## src/inc/via_pkg.sv

```systemverilog
// shared constants and types of the vectored interrupt arbiter
`default_nettype none
package via_pkg;
    localparam int          NUM_MASKABLE   = 13;
    localparam int          RANK_W         = 4;
    localparam logic [15:0] SERVICE_ENTRY  = 16'h00FF;
    localparam logic [15:0] PC_RESET       = 16'h0000;
    localparam logic [7:0]  SP_RESET       = 8'h6F;
    localparam logic [3:0]  RANK_DEFAULT   = 4'h0;
    localparam logic [3:0]  RANK_TRAP      = 4'hF;
    localparam int          ACK_CYCLES     = 7;
    localparam logic [2:0]  ACK_LAST       = 3'(ACK_CYCLES - 1);
    localparam logic [2:0]  ACK_PUSH_LO    = 3'h1;
    localparam logic [2:0]  ACK_PUSH_HI    = 3'h2;
    localparam logic [2:0]  ACK_CNT_ZERO   = 3'h0;
    localparam logic [12:0] MASK_ZERO      = 13'h0000;

    typedef enum logic [1:0] {
        VIA_RUN,
        VIA_ACK
    } via_state_e;
endpackage
`default_nettype wire

```

## src/hw/via_rank_encoder.sv

```systemverilog
// fixed priority encoder over the thirteen maskable sources
`default_nettype none
module via_rank_encoder (
    // enabled pending requests, bit 0 lowest rank
    input  wire logic [12:0] req_in,
    // rank index, default rank when none
    output logic      [3:0]  rank_out,
    output logic             any_out
);
    logic [3:0] rank_w [0:13];

    assign rank_w[0] = via_pkg::RANK_DEFAULT;

    genvar g;
    generate
        for (g = 0; g < 13; g++) begin : g_rank
            // higher bit overrides lower: fixed rank
            assign rank_w[g+1] = req_in[g] ? 4'(g + 1) : rank_w[g];
        end
    endgenerate

    assign rank_out = rank_w[13];
    assign any_out  = |req_in;
endmodule
`default_nettype wire

```

## src/hw/via_arbiter.sv

```systemverilog
// interrupt arbitration, pending/enable state and acknowledge sequencer
// Behaviour
// - fourteen interrupt sources: thirteen maskable plus the software trap.
// - every accepted interrupt loads the program counter with 00FF hex.
// - software trap ranks highest; default vector-select entry ranks lowest.
// - each maskable source has a fixed rank and vector position.
// - all but the trap maskable, each with enable and pending bits.
// - pending bit sets on source event whatever its enable.
// - enables are readable and writable, pending bits readable and clearable by software.
// - maskable request needs enable, global enable and no trap service.
// - trap service holds off every maskable request until it returns.
// - conditions sampled only at instruction start, all must hold then.
// - simultaneous requests: highest rank served first, others stay pending.
// - reset clears pending, enables and global enable.
// - acknowledge clears global enable, pushes return address, loads 00FF.
// - acknowledge sequence lasts seven instruction cycles.
// - return from interrupt sets global enable and restores program counter.
// - a pending skip is done before an interrupt is acknowledged.
`default_nettype none
module via_arbiter (
    // clock and reset
    input  wire logic        clk_in,
    input  wire logic        rstn_in,
    // instruction-cycle enable from the core divider
    input  wire logic        cycle_en_in,
    // sequencer handshakes
    input  wire logic        insn_start_in,
    input  wire logic        skip_pending_in,
    input  wire logic        trap_insn_in,
    input  wire logic        return_from_irq_instruction_in,
    input  wire logic [15:0] next_pc_in,
    input  wire logic [15:0] stack_pc_in,
    // peripheral events, one-cycle pulses
    input  wire logic [12:0] event_in,
    // software access to control bits
    input  wire logic        enable_wr_in,
    input  wire logic [12:0] enable_wdata_in,
    input  wire logic        pending_clr_in,
    input  wire logic [12:0] pending_clr_mask_in,
    input  wire logic        gie_wr_in,
    input  wire logic        gie_wdata_in,
    // status to software and vector-select instruction
    output logic      [12:0] enable_out,
    output logic      [12:0] pending_out,
    output logic             global_irq_enable_out,
    output logic      [3:0]  vector_rank_out,
    // core control
    output logic             ack_busy_out,
    output logic             ack_done_out,
    output logic             push_en_out,
    output logic      [7:0]  push_data_out,
    output logic             pc_load_out,
    output logic      [15:0] pc_out,
    output logic             trap_active_out
);
    logic              rst_meta_reg;
    logic              rst_sync_reg;
    logic [12:0]       pending_reg;
    logic [12:0]       enable_reg;
    logic              gie_reg;
    logic              trap_act_reg;
    logic              trap_req_reg;
    logic [15:0]       ret_pc_reg;
    logic [15:0]       pc_reg;
    logic              pc_load_reg;
    logic              push_en_reg;
    logic [7:0]        push_data_reg;
    logic [2:0]        ack_cnt_reg;
    logic [3:0]        rank_reg;
    via_pkg::via_state_e state_reg;

    logic [12:0]       pending_next;
    logic [12:0]       active_w;
    logic [12:0]       qualify_w;
    logic [3:0]        enc_rank_w;
    logic              enc_any_w;
    logic              maskable_ok_w;
    logic              sample_w;
    logic              launch_w;
    logic              ack_end_w;
    logic              gie_next;

    // reset release through two flip-flops
    always_ff @(posedge clk_in or negedge rstn_in) begin
        if (!rstn_in) begin
            rst_meta_reg <= 1'b0;
            rst_sync_reg <= 1'b0;
        end else begin
            rst_meta_reg <= 1'b1;
            rst_sync_reg <= rst_meta_reg;
        end
    end
    wire rst_n = rst_sync_reg;

    // set wins over software clear
    assign pending_next = (pending_reg & ~(pending_clr_in ? pending_clr_mask_in : via_pkg::MASK_ZERO))
                          | event_in;

    // maskable qualify terms
    assign maskable_ok_w = gie_reg && !trap_act_reg && !trap_req_reg;
    assign active_w      = pending_reg & enable_reg;
    assign qualify_w     = active_w & {13{maskable_ok_w}};

    // ranks enabled pending sources; vector select runs with global enable off
    via_rank_encoder u_enc (
        .req_in   (active_w),
        .rank_out (enc_rank_w),
        .any_out  (enc_any_w)
    );

    via_rank_lowest_a: assert property (@(posedge clk_in) disable iff (!rst_n)
        (active_w == via_pkg::MASK_ZERO) |-> (enc_rank_w == via_pkg::RANK_DEFAULT))
        else $error("rank not default with no request");

    // sampling only at instruction start, after any skip
    assign sample_w  = cycle_en_in && insn_start_in && !skip_pending_in && state_reg == via_pkg::VIA_RUN;
    assign launch_w  = sample_w && ((enc_any_w && maskable_ok_w) || trap_insn_in);
    assign ack_end_w = state_reg == via_pkg::VIA_ACK && cycle_en_in && ack_cnt_reg == via_pkg::ACK_LAST;

    // global enable: acknowledge clears, return sets, software writes
    assign gie_next = launch_w ? 1'b0 :
                      (cycle_en_in && return_from_irq_instruction_in) ? 1'b1 :
                      gie_wr_in ? gie_wdata_in : gie_reg;

    always_ff @(posedge clk_in or negedge rstn_in) begin
        if (!rstn_in) begin
            pending_reg <= via_pkg::MASK_ZERO;
            enable_reg  <= via_pkg::MASK_ZERO;
            gie_reg     <= 1'b0;
        end else if (!rst_n) begin
            pending_reg <= via_pkg::MASK_ZERO;
            enable_reg  <= via_pkg::MASK_ZERO;
            gie_reg     <= 1'b0;
        end else begin
            pending_reg <= pending_next;
            enable_reg  <= enable_wr_in ? enable_wdata_in : enable_reg;
            gie_reg     <= gie_next;
        end
    end

    // trap request and active service tracking
    always_ff @(posedge clk_in or negedge rstn_in) begin
        if (!rstn_in) begin
            trap_req_reg <= 1'b0;
            trap_act_reg <= 1'b0;
        end else if (!rst_n) begin
            trap_req_reg <= 1'b0;
            trap_act_reg <= 1'b0;
        end else begin
            trap_req_reg <= launch_w && trap_insn_in;
            if (launch_w && trap_insn_in) begin
                trap_act_reg <= 1'b1;
            end else if (cycle_en_in && return_from_irq_instruction_in) begin
                trap_act_reg <= 1'b0;
            end
        end
    end

    // acknowledge sequencer
    always_ff @(posedge clk_in or negedge rstn_in) begin
        if (!rstn_in) begin
            state_reg   <= via_pkg::VIA_RUN;
            ack_cnt_reg <= via_pkg::ACK_CNT_ZERO;
            ret_pc_reg  <= via_pkg::PC_RESET;
        end else if (!rst_n) begin
            state_reg   <= via_pkg::VIA_RUN;
            ack_cnt_reg <= via_pkg::ACK_CNT_ZERO;
            ret_pc_reg  <= via_pkg::PC_RESET;
        end else begin
            unique case (state_reg)
                via_pkg::VIA_RUN: begin
                    if (launch_w) begin
                        state_reg   <= via_pkg::VIA_ACK;
                        ack_cnt_reg <= via_pkg::ACK_CNT_ZERO;
                        ret_pc_reg  <= next_pc_in;
                    end
                end
                via_pkg::VIA_ACK: begin
                    if (cycle_en_in) begin
                        ack_cnt_reg <= ack_cnt_reg + 3'h1;
                        if (ack_end_w) begin
                            state_reg <= via_pkg::VIA_RUN;
                        end
                    end
                end
            endcase
        end
    end

    // push strobes, pc load, rank register
    always_ff @(posedge clk_in or negedge rstn_in) begin
        if (!rstn_in) begin
            push_en_reg   <= 1'b0;
            push_data_reg <= 8'h00;
            pc_load_reg   <= 1'b0;
            pc_reg        <= via_pkg::PC_RESET;
            rank_reg      <= via_pkg::RANK_DEFAULT;
        end else if (!rst_n) begin
            push_en_reg   <= 1'b0;
            push_data_reg <= 8'h00;
            pc_load_reg   <= 1'b0;
            pc_reg        <= via_pkg::PC_RESET;
            rank_reg      <= via_pkg::RANK_DEFAULT;
        end else begin
            push_en_reg   <= state_reg == via_pkg::VIA_ACK && cycle_en_in
                             && (ack_cnt_reg == via_pkg::ACK_PUSH_LO || ack_cnt_reg == via_pkg::ACK_PUSH_HI);
            push_data_reg <= (ack_cnt_reg == via_pkg::ACK_PUSH_LO) ? ret_pc_reg[7:0] : ret_pc_reg[15:8];
            pc_load_reg   <= ack_end_w || (cycle_en_in && return_from_irq_instruction_in);
            if (ack_end_w) begin
                pc_reg <= via_pkg::SERVICE_ENTRY;
            end else if (cycle_en_in && return_from_irq_instruction_in) begin
                pc_reg <= stack_pc_in;
            end
            // trap highest, encoder otherwise
            rank_reg <= trap_act_reg ? via_pkg::RANK_TRAP : enc_rank_w;
        end
    end

    assign enable_out            = enable_reg;
    assign pending_out           = pending_reg;
    assign global_irq_enable_out = gie_reg;
    assign vector_rank_out       = rank_reg;
    assign ack_busy_out          = state_reg == via_pkg::VIA_ACK;
    assign ack_done_out          = ack_end_w;
    assign push_en_out           = push_en_reg;
    assign push_data_out         = push_data_reg;
    assign pc_load_out           = pc_load_reg;
    assign pc_out                = pc_reg;
    assign trap_active_out       = trap_act_reg;

    // assertions
    pend_set_wins_a: assert property (@(posedge clk_in) disable iff (!rst_n)
        (event_in != via_pkg::MASK_ZERO) |=> ((pending_reg & $past(event_in)) == $past(event_in)))
        else $error("event lost from pending");
    reset_clear_a: assert property (@(posedge clk_in) $rose(rst_n) |->
        (pending_reg == via_pkg::MASK_ZERO && enable_reg == via_pkg::MASK_ZERO && !gie_reg))
        else $error("state not cleared by reset");
    no_gie_launch_a: assert property (@(posedge clk_in) disable iff (!rst_n)
        (sample_w && !gie_reg && !trap_insn_in) |=> state_reg == via_pkg::VIA_RUN)
        else $error("launch without global enable");
    trap_holdoff_a: assert property (@(posedge clk_in) disable iff (!rst_n)
        (trap_act_reg && sample_w && !trap_insn_in) |=> state_reg == via_pkg::VIA_RUN)
        else $error("maskable launched during trap");
    start_only_a: assert property (@(posedge clk_in) disable iff (!rst_n)
        (state_reg == via_pkg::VIA_RUN && !(cycle_en_in && insn_start_in)) |=> state_reg == via_pkg::VIA_RUN)
        else $error("launch outside instruction start");
    skip_first_a: assert property (@(posedge clk_in) disable iff (!rst_n)
        (state_reg == via_pkg::VIA_RUN && skip_pending_in) |=> state_reg == via_pkg::VIA_RUN)
        else $error("acknowledge before skip");
    gie_clear_a: assert property (@(posedge clk_in) disable iff (!rst_n)
        launch_w |=> !gie_reg)
        else $error("global enable kept on acknowledge");
    entry_load_a: assert property (@(posedge clk_in) disable iff (!rst_n)
        ack_end_w |=> (pc_load_reg && pc_reg == via_pkg::SERVICE_ENTRY))
        else $error("entry address not loaded");
    return_from_irq_instruction_gie_a: assert property (@(posedge clk_in) disable iff (!rst_n)
        (cycle_en_in && return_from_irq_instruction_in && !launch_w) |=> (gie_reg && pc_reg == $past(stack_pc_in)))
        else $error("return did not restore");
    ack_len_a: assert property (@(posedge clk_in) disable iff (!rst_n)
        $rose(state_reg == via_pkg::VIA_ACK) |-> (state_reg == via_pkg::VIA_ACK) until ack_end_w)
        else $error("acknowledge cut short");
    trap_rank_a: assert property (@(posedge clk_in) disable iff (!rst_n)
        trap_act_reg |=> rank_reg == via_pkg::RANK_TRAP)
        else $error("trap rank not highest");

    ack_seen_c: cover property (@(posedge clk_in) disable iff (!rst_n) ack_end_w);
    trap_seen_c: cover property (@(posedge clk_in) disable iff (!rst_n) launch_w && trap_insn_in);
    multi_req_c: cover property (@(posedge clk_in) disable iff (!rst_n) sample_w && $countones(qualify_w) > 1);
    return_from_irq_instruction_seen_c: cover property (@(posedge clk_in) disable iff (!rst_n) cycle_en_in && return_from_irq_instruction_in);
endmodule
`default_nettype wire

```

## config.mk

```make
export PLATFORM = sky130hd
export DESIGN_NAME = via_arbiter
export DESIGN_NICKNAME = d
export VERILOG_FILES = /design/src/inc/via_pkg.sv /design/src/hw/via_rank_encoder.sv /design/src/hw/via_arbiter.sv
export SDC_FILE = /design/constraint.sdc
export NUM_CORES = 1
export LEC_CHECK = 0
export BUFFER_PORTS_ARGS = -buffer_cell sky130_fd_sc_hd__buf_2
export CAP_MARGIN = 5
export CORE_MARGIN = 2
export CORE_UTILIZATION = 49
export CTS_BUF_LIST = sky130_fd_sc_hd__clkbuf_8
export DETAILED_ROUTE_END_ITERATION = 10
export HOLD_SLACK_MARGIN = 0.05
export PLACE_DENSITY_LB_ADDON = 0.3
export SYNTH_ARGS = -nofsm -noshare
export SYNTH_HDL_FRONTEND = slang
export SYNTH_SLANG_ARGS = --single-unit
```

## constraint.sdc

```tcl
create_clock -name clk_in -period 2.18 [get_ports clk_in]
set_input_delay 0.436 -clock clk_in [delete_from_list [all_inputs] [get_ports clk_in]]
set_output_delay 0.436 -clock clk_in [all_outputs]
set_load 0.02 [all_outputs]
```

* After elaboration in Yosys (flattened, before gate mapping)
Cells that the tools add are included.
Storage, ports and cells: output and inout port bits 60, register bits after elaboration 82, bits of input ports 82
Cells by class: $add $sub $neg 1, eq/ne operators 13, mux-type cells 46, bitwise gates (word level) 4, reductions and logical operators 23
Operators by type and width (number):
- 16-bit 2-to-1 mux | 6
- 4-bit 2-to-1 mux | 14
- 13-bit 2-to-1 mux | 4
- 13-bit bitwise AND | 2
- 8-bit 2-to-1 mux | 2
- 13-bit NOT | 1
- 13-bit bitwise OR | 1
- 13-bit OR reduction | 1
- 1-bit logical AND | 12
- 1-bit 2-to-1 mux | 11
- 3-bit 2-to-1 mux | 3
- 2-bit 2-to-1 mux | 4
- 3-bit by 1-bit != test with 1-bit output, second input constant | 2
- 3-bit != test, second input constant | 2
- 3-bit case mux with 2 select lines | 1
- 2-bit by 1-bit != test with 1-bit output, second input constant | 2
- 4-bit by 2-bit != test with 1-bit output, second input constant | 1
- 2-bit case mux with 2 select lines | 1
- 2-bit AND reduction | 2
- 3-bit by 1-bit adder with 3-bit output, second input constant | 1
- 3-bit by 1-bit equality test with 1-bit output, second input constant | 1
- 3-bit by 2-bit equality test with 1-bit output, second input constant | 1
- 3-bit equality test, second input constant | 1
- 1-bit logical NOT | 3
- 6 further kinds | 8

* Depth between registers and ports, before layout
word-level depth 16, depth in mapped cells 6, depth with buffers taken out 5

* By module
From an unflattened synthesis, not the netlist that was laid out.
Unflattened totals: cell total of the unflattened synthesis 332, area total of the unflattened synthesis 3553.4 um2
Modules (own cells, without submodules):
- via_arbiter | area each 3424.5 um2, instances 1, cells each 309
- via_rank_encoder | area each 128.9 um2, instances 1, cells each 23

* Worst setup path after synthesis
No wires, ideal clock.
path kind flip-flop to flip-flop, start point register pending_reg[12], in the netlist pending_out[12], end point register ret_pc_reg[10], data required time 2.059 ns, arrival time 1.834 ns, slack 0.225 ns, library setup time 0.121 ns, period minus slack after synthesis 1.955 ns, cell stages (with the launch flop) 7, buffers on the path 1, cell sequence dfrtp_1 > a22o_1 > or4_4 > o22ai_2 > nor2_2 > buf_6 > a22o_2
On the way: longest elaborated chain between the ends 7
RTL lines:
- start: declaration | RTL line via_arbiter.sv:58 | logic [12:0] pending_reg;
- start signal: assignment | RTL line via_arbiter.sv:127 | pending_reg <= via_pkg::MASK_ZERO;
- start signal: assignment | RTL line via_arbiter.sv:131 | pending_reg <= via_pkg::MASK_ZERO;
- start signal: assignment | RTL line via_arbiter.sv:135 | pending_reg <= pending_next;
- 13-bit bitwise AND | RTL line via_arbiter.sv:101 | assign active_w = pending_reg & enable_reg;
- 13-bit OR reduction | RTL line via_rank_encoder.sv:23 | assign any_out = |req_in;
- 1-bit logical AND | RTL line via_arbiter.sv:117 | assign launch_w = sample_w && ((enc_any_w && maskable_ok_w) || trap_insn_in);
- 1-bit logical OR | RTL line via_arbiter.sv:117
- 1-bit logical AND | RTL line via_arbiter.sv:117
- 2-bit by 1-bit != test with 1-bit output (no line)
- 2-bit AND reduction (no line)
- end signal: assignment | RTL line via_arbiter.sv:164 | ret_pc_reg <= via_pkg::PC_RESET;
- end signal: assignment | RTL line via_arbiter.sv:168 | ret_pc_reg <= via_pkg::PC_RESET;
- end signal: assignment | RTL line via_arbiter.sv:175 | ret_pc_reg <= next_pc_in;
- end: declaration | RTL line via_arbiter.sv:63 | logic [15:0] ret_pc_reg;
Every way passes these cells. A chain may end at the register's enable or synchronous reset.

* Worst setup path after layout
start point register pending_reg[12], in the netlist pending_out[12], end point register ret_pc_reg[6]
Same word-level chain as after synthesis.

==> impl_metrics.tcl <==
set metrics [dict create \
    status "completed" \
    setup_violations 0 \
    hp-class "input port to flip-flop" \
    initialDrtViolationCount 169 \
    skew_ns 0.00725 \
    holdPathEnd "pending_out[8]" \
    syn_avg_cell_area_um2 10.9 \
    synth-seq-area-share_pct 59.5 \
    rows 30 \
    grt_overflow 0 \
    rsz0062_at_grt "false" \
    power_w 0.00332 \
    globalRouteTotalUtil_pct 22.6 \
    vias 2901 \
    min_from "event_in[8]" \
    synth-seq-cells 81 \
    finalCritPeriodShare_pct 89.9 \
    cts_inserted_buffers 9 \
    crit_start "pending_out[12]" \
    core_area_um2 6760 \
    critPathSlowestCell "or4_4" \
    drtAntennaViolNets 0 \
    die-width_um 87.4 \
    hold_viol_final 0 \
    io_pins 142 \
    post-route-drc-count 0 \
    path_clk_slew_ns 0.08 \
    h-tree-depth 3 \
    synth_top_cell_by_area "dfrtp_1" \
    portBuffers 141 \
    worst_path_dominant_cell_family "simple AND/OR/NAND/NOR gates" \
    initial_core_util_pct 50.4 \
    dpl.cell_count 524 \
    synthesis.instances 313 \
    cap_violations 0 \
    synth_area_leaders "dfrtp_1 (59%), mux2i_1 (6.5%), nand2_1 (6.4%)" \
    irDropWorstVdd_v 0.000438 \
    dpl_worst_slack_ns 0.237 \
    cts_setup_buffers 0 \
    grt_pass1_wl_um 13200 \
    clock_latency_ns 0.35 \
    setup_ws_ns 0.221 \
    finalWirelength_um 8370 \
    clk_path_buf_depth 2 \
    antenna_cells 0 \
    nets 541 \
    cp-start-kind "flip-flop" \
    critical_path_class "flip-flop to flip-flop" \
    numClockSinks 81 \
    cts_tree "built" \
    crit_path_cell_trace "a22o_1 -> or4_4 -> o21ba_4 -> nor2_8 -> a22o_2" \
    r2r_cells 5 \
    antenna_found_initial 0 \
    ctsResizeCount 0 \
    ys_types 43 \
    worstPathArrival_ns 2.25 \
    dr.pass1.iters 7 \
    rr_startpoint "pending_out[12]" \
    p_per_area_nw_per_um2 747 \
    vias_per_cell 5.37 \
    synth_top_area_share_pct 59.5 \
    wl_per_cell_um 15.5 \
    period_minus_slack_ns 1.96 \
    critical-path-max-stage-delay_ns 0.54 \
    async_flop_share_pct 100 \
    grt_start_max_net_pins 48 \
    p_leak_nw 2.35 \
    synth_ff_type "dfrtp_1" \
    cp_num_buf_inv 0 \
    cp-end-kind "flip-flop" \
    tns_ns 0 \
    syn-cell-area_um2 3410 \
    drive_above_1_share_pct 39.1 \
    n_fill_cell 558 \
    ys_warn_count 0 \
    worst_slew_pin_slew_ns 0.680 \
    cts_root_buf "clkbuf_8" \
    fin_cells 540 \
    min_path_cells 3 \
    rr_endpoint "ret_pc_reg[6]" \
    path_max_fanout 16 \
    slew_headroom_pct 54.6 \
    grt_pass1_vias 2784 \
    drv_slew 0 \
    cts_hold_buffers 1 \
    dp_hpwl_um 6050 \
    syn_nets 398 \
    die_y_um 87.4 \
    gp_congestion 0.820 \
    die_area_um2 7640 \
    synth_edf_count 0 \
    required_ns 2.47 \
    fmax_ghz 0.511 \
    syn_to_final_growth_pct 30.2 \
    r2r_slack_ns 0.22 \
]
==> power by group <==
part / internal, W / switching [W]
clock network: 0.000750 / 0.000515
logic: 0.000175 / 0.000260
registers: 0.00157 / 0.0000504
==> cells in the final DEF (no fill, tap or decap), drive strengths merged <==
| cell type | count |
|---|---|
| a211oi | 1 |
| a21bo | 1 |
| a21oi | 25 |
| a222oi | 1 |
| a22o | 18 |
| a22oi | 4 |
| a31o | 1 |
| a31oi | 9 |
| a32o | 1 |
| a32oi | 1 |
| and2 | 2 |
| and3 | 1 |
| and4bb | 1 |
| buf | 147 |
| bufinv | 3 |
| clkbuf | 9 |
| clkinv | 3 |
| clkinvlp | 1 |
| conb | 1 |
| dfrtp | 81 |
| dlygate4sd3 | 1 |
| ha | 3 |
| inv | 3 |
| mux2i | 22 |
| nand2 | 58 |
| nand3 | 5 |
| nand4 | 2 |
| nor2 | 35 |
| nor2b | 6 |
| nor3 | 3 |
| nor3b | 1 |
| o211ai | 1 |
| o21a | 1 |
| o21ai | 1 |
| o21ba | 1 |
| o22ai | 2 |
| o31a | 1 |
| o32ai | 1 |
| or4 | 1 |
| xor2 | 1 |
==> cells by family (layout without fill, tap and decap cells) <==
| logic type | Yosys count | count (layout) | share of synthesized area [%] |
|---|---|---|---|
| flops | 81 | 81 | 59.5 |
| buf+inv | 20 | 167 | 2.75 |
| fa+ha+maj | 3 | 3 | 1.10 |
| mux | 22 | 22 | 6.46 |
| simple gates | 115 | 115 | 14.9 |
| compound gates | 70 | 70 | 14.9 |
| other cells | 1 | 1 | 0.110 |
| xor+xnor | 1 | 1 | 0.257 |
==> how the worst max path moves through the flow <==
| stage | to | slack (ns) | cells after the start |
|---|---|---|---|
| 3_5_place_dp | ret_pc_reg[6] | 0.24 | 5 |
| 6_report | ret_pc_reg[6] | 0.22 | 5 |
| 5_1_grt | ret_pc_reg[4] | 0.14 | 5 |
| 3_3_place_gp | ret_pc_reg[5] | 0.29 | 5 |
| 2_1_floorplan | ret_pc_reg[10] | 0.23 | 6 |
| 4_1_cts | ret_pc_reg[12] | 0.23 | 5 |
==> area by class of cell <==
type / count / area (um^2) / area share, %
Clock buffer: 9 / 124 / 2.79
Clock inverter: 6 / 108 / 2.43
Inverter: 4 / 15.0 / 0.338
Multi-Input combinational cell: 212 / 1290 / 29.0
Sequential cell: 81 / 2030 / 45.7
Tap cell: 80 / 100 / 2.26
Timing Repair Buffer: 148 / 776 / 17.5
==> worst reg2reg max path, delay by kind of cell (launching register included) <==
kind             cells  cell delay [ns]
AND/OR/NAND/NOR      2             0.77
flip-flops           1             0.41
AO/OA/AOI/OAI        3             0.73
==> synthesized netlist by cell type, types with 2 or more instances <==
cell	instances
a22o_1	8
a21oi_1	25
clkbuf_1	13
ha_1	3
nand2_1	58
a22o_2	10
mux2i_1	22
a31oi_1	9
nor3_1	3
nor2b_1	6
and2_1	2
nand3_1	5
nor2_1	33
dfrtp_1	81
nand4_1	2
a22oi_1	4
inv_1	3
==> through the flow <==
| step | cell area, um^2 | hold slack, ns | utilization (%) |
|---|---|---|---|
| floorplan | 3410 | 0.140 | - |
| global placement | 4200 | 0.335 | 62.1 |
| detailed placement | 4200 | 0.344 | 62.1 |
| CTS | 4440 | 0.286 | 65.7 |
| global route | 4440 | 0.292 | 65.7 |
| finish | 4440 | 0.301 | 65.7 |
==> metal layers <==
layer | part of all wire [%] | wire length [um] | vias up | track usage, %
met5 | 0 | 0 | - | 0
met1 | 43 | 3610 | 1402 | 27.9
met2 | 50 | 4140 | 108 | 37.5
met3 | 5.7 | 478 | 14 | 5.97
met4 | 1.7 | 140 | 0 | 9.51
li1 | - | - | 1377 | -
No activity file was read; power rests on OpenSTA's default activity.
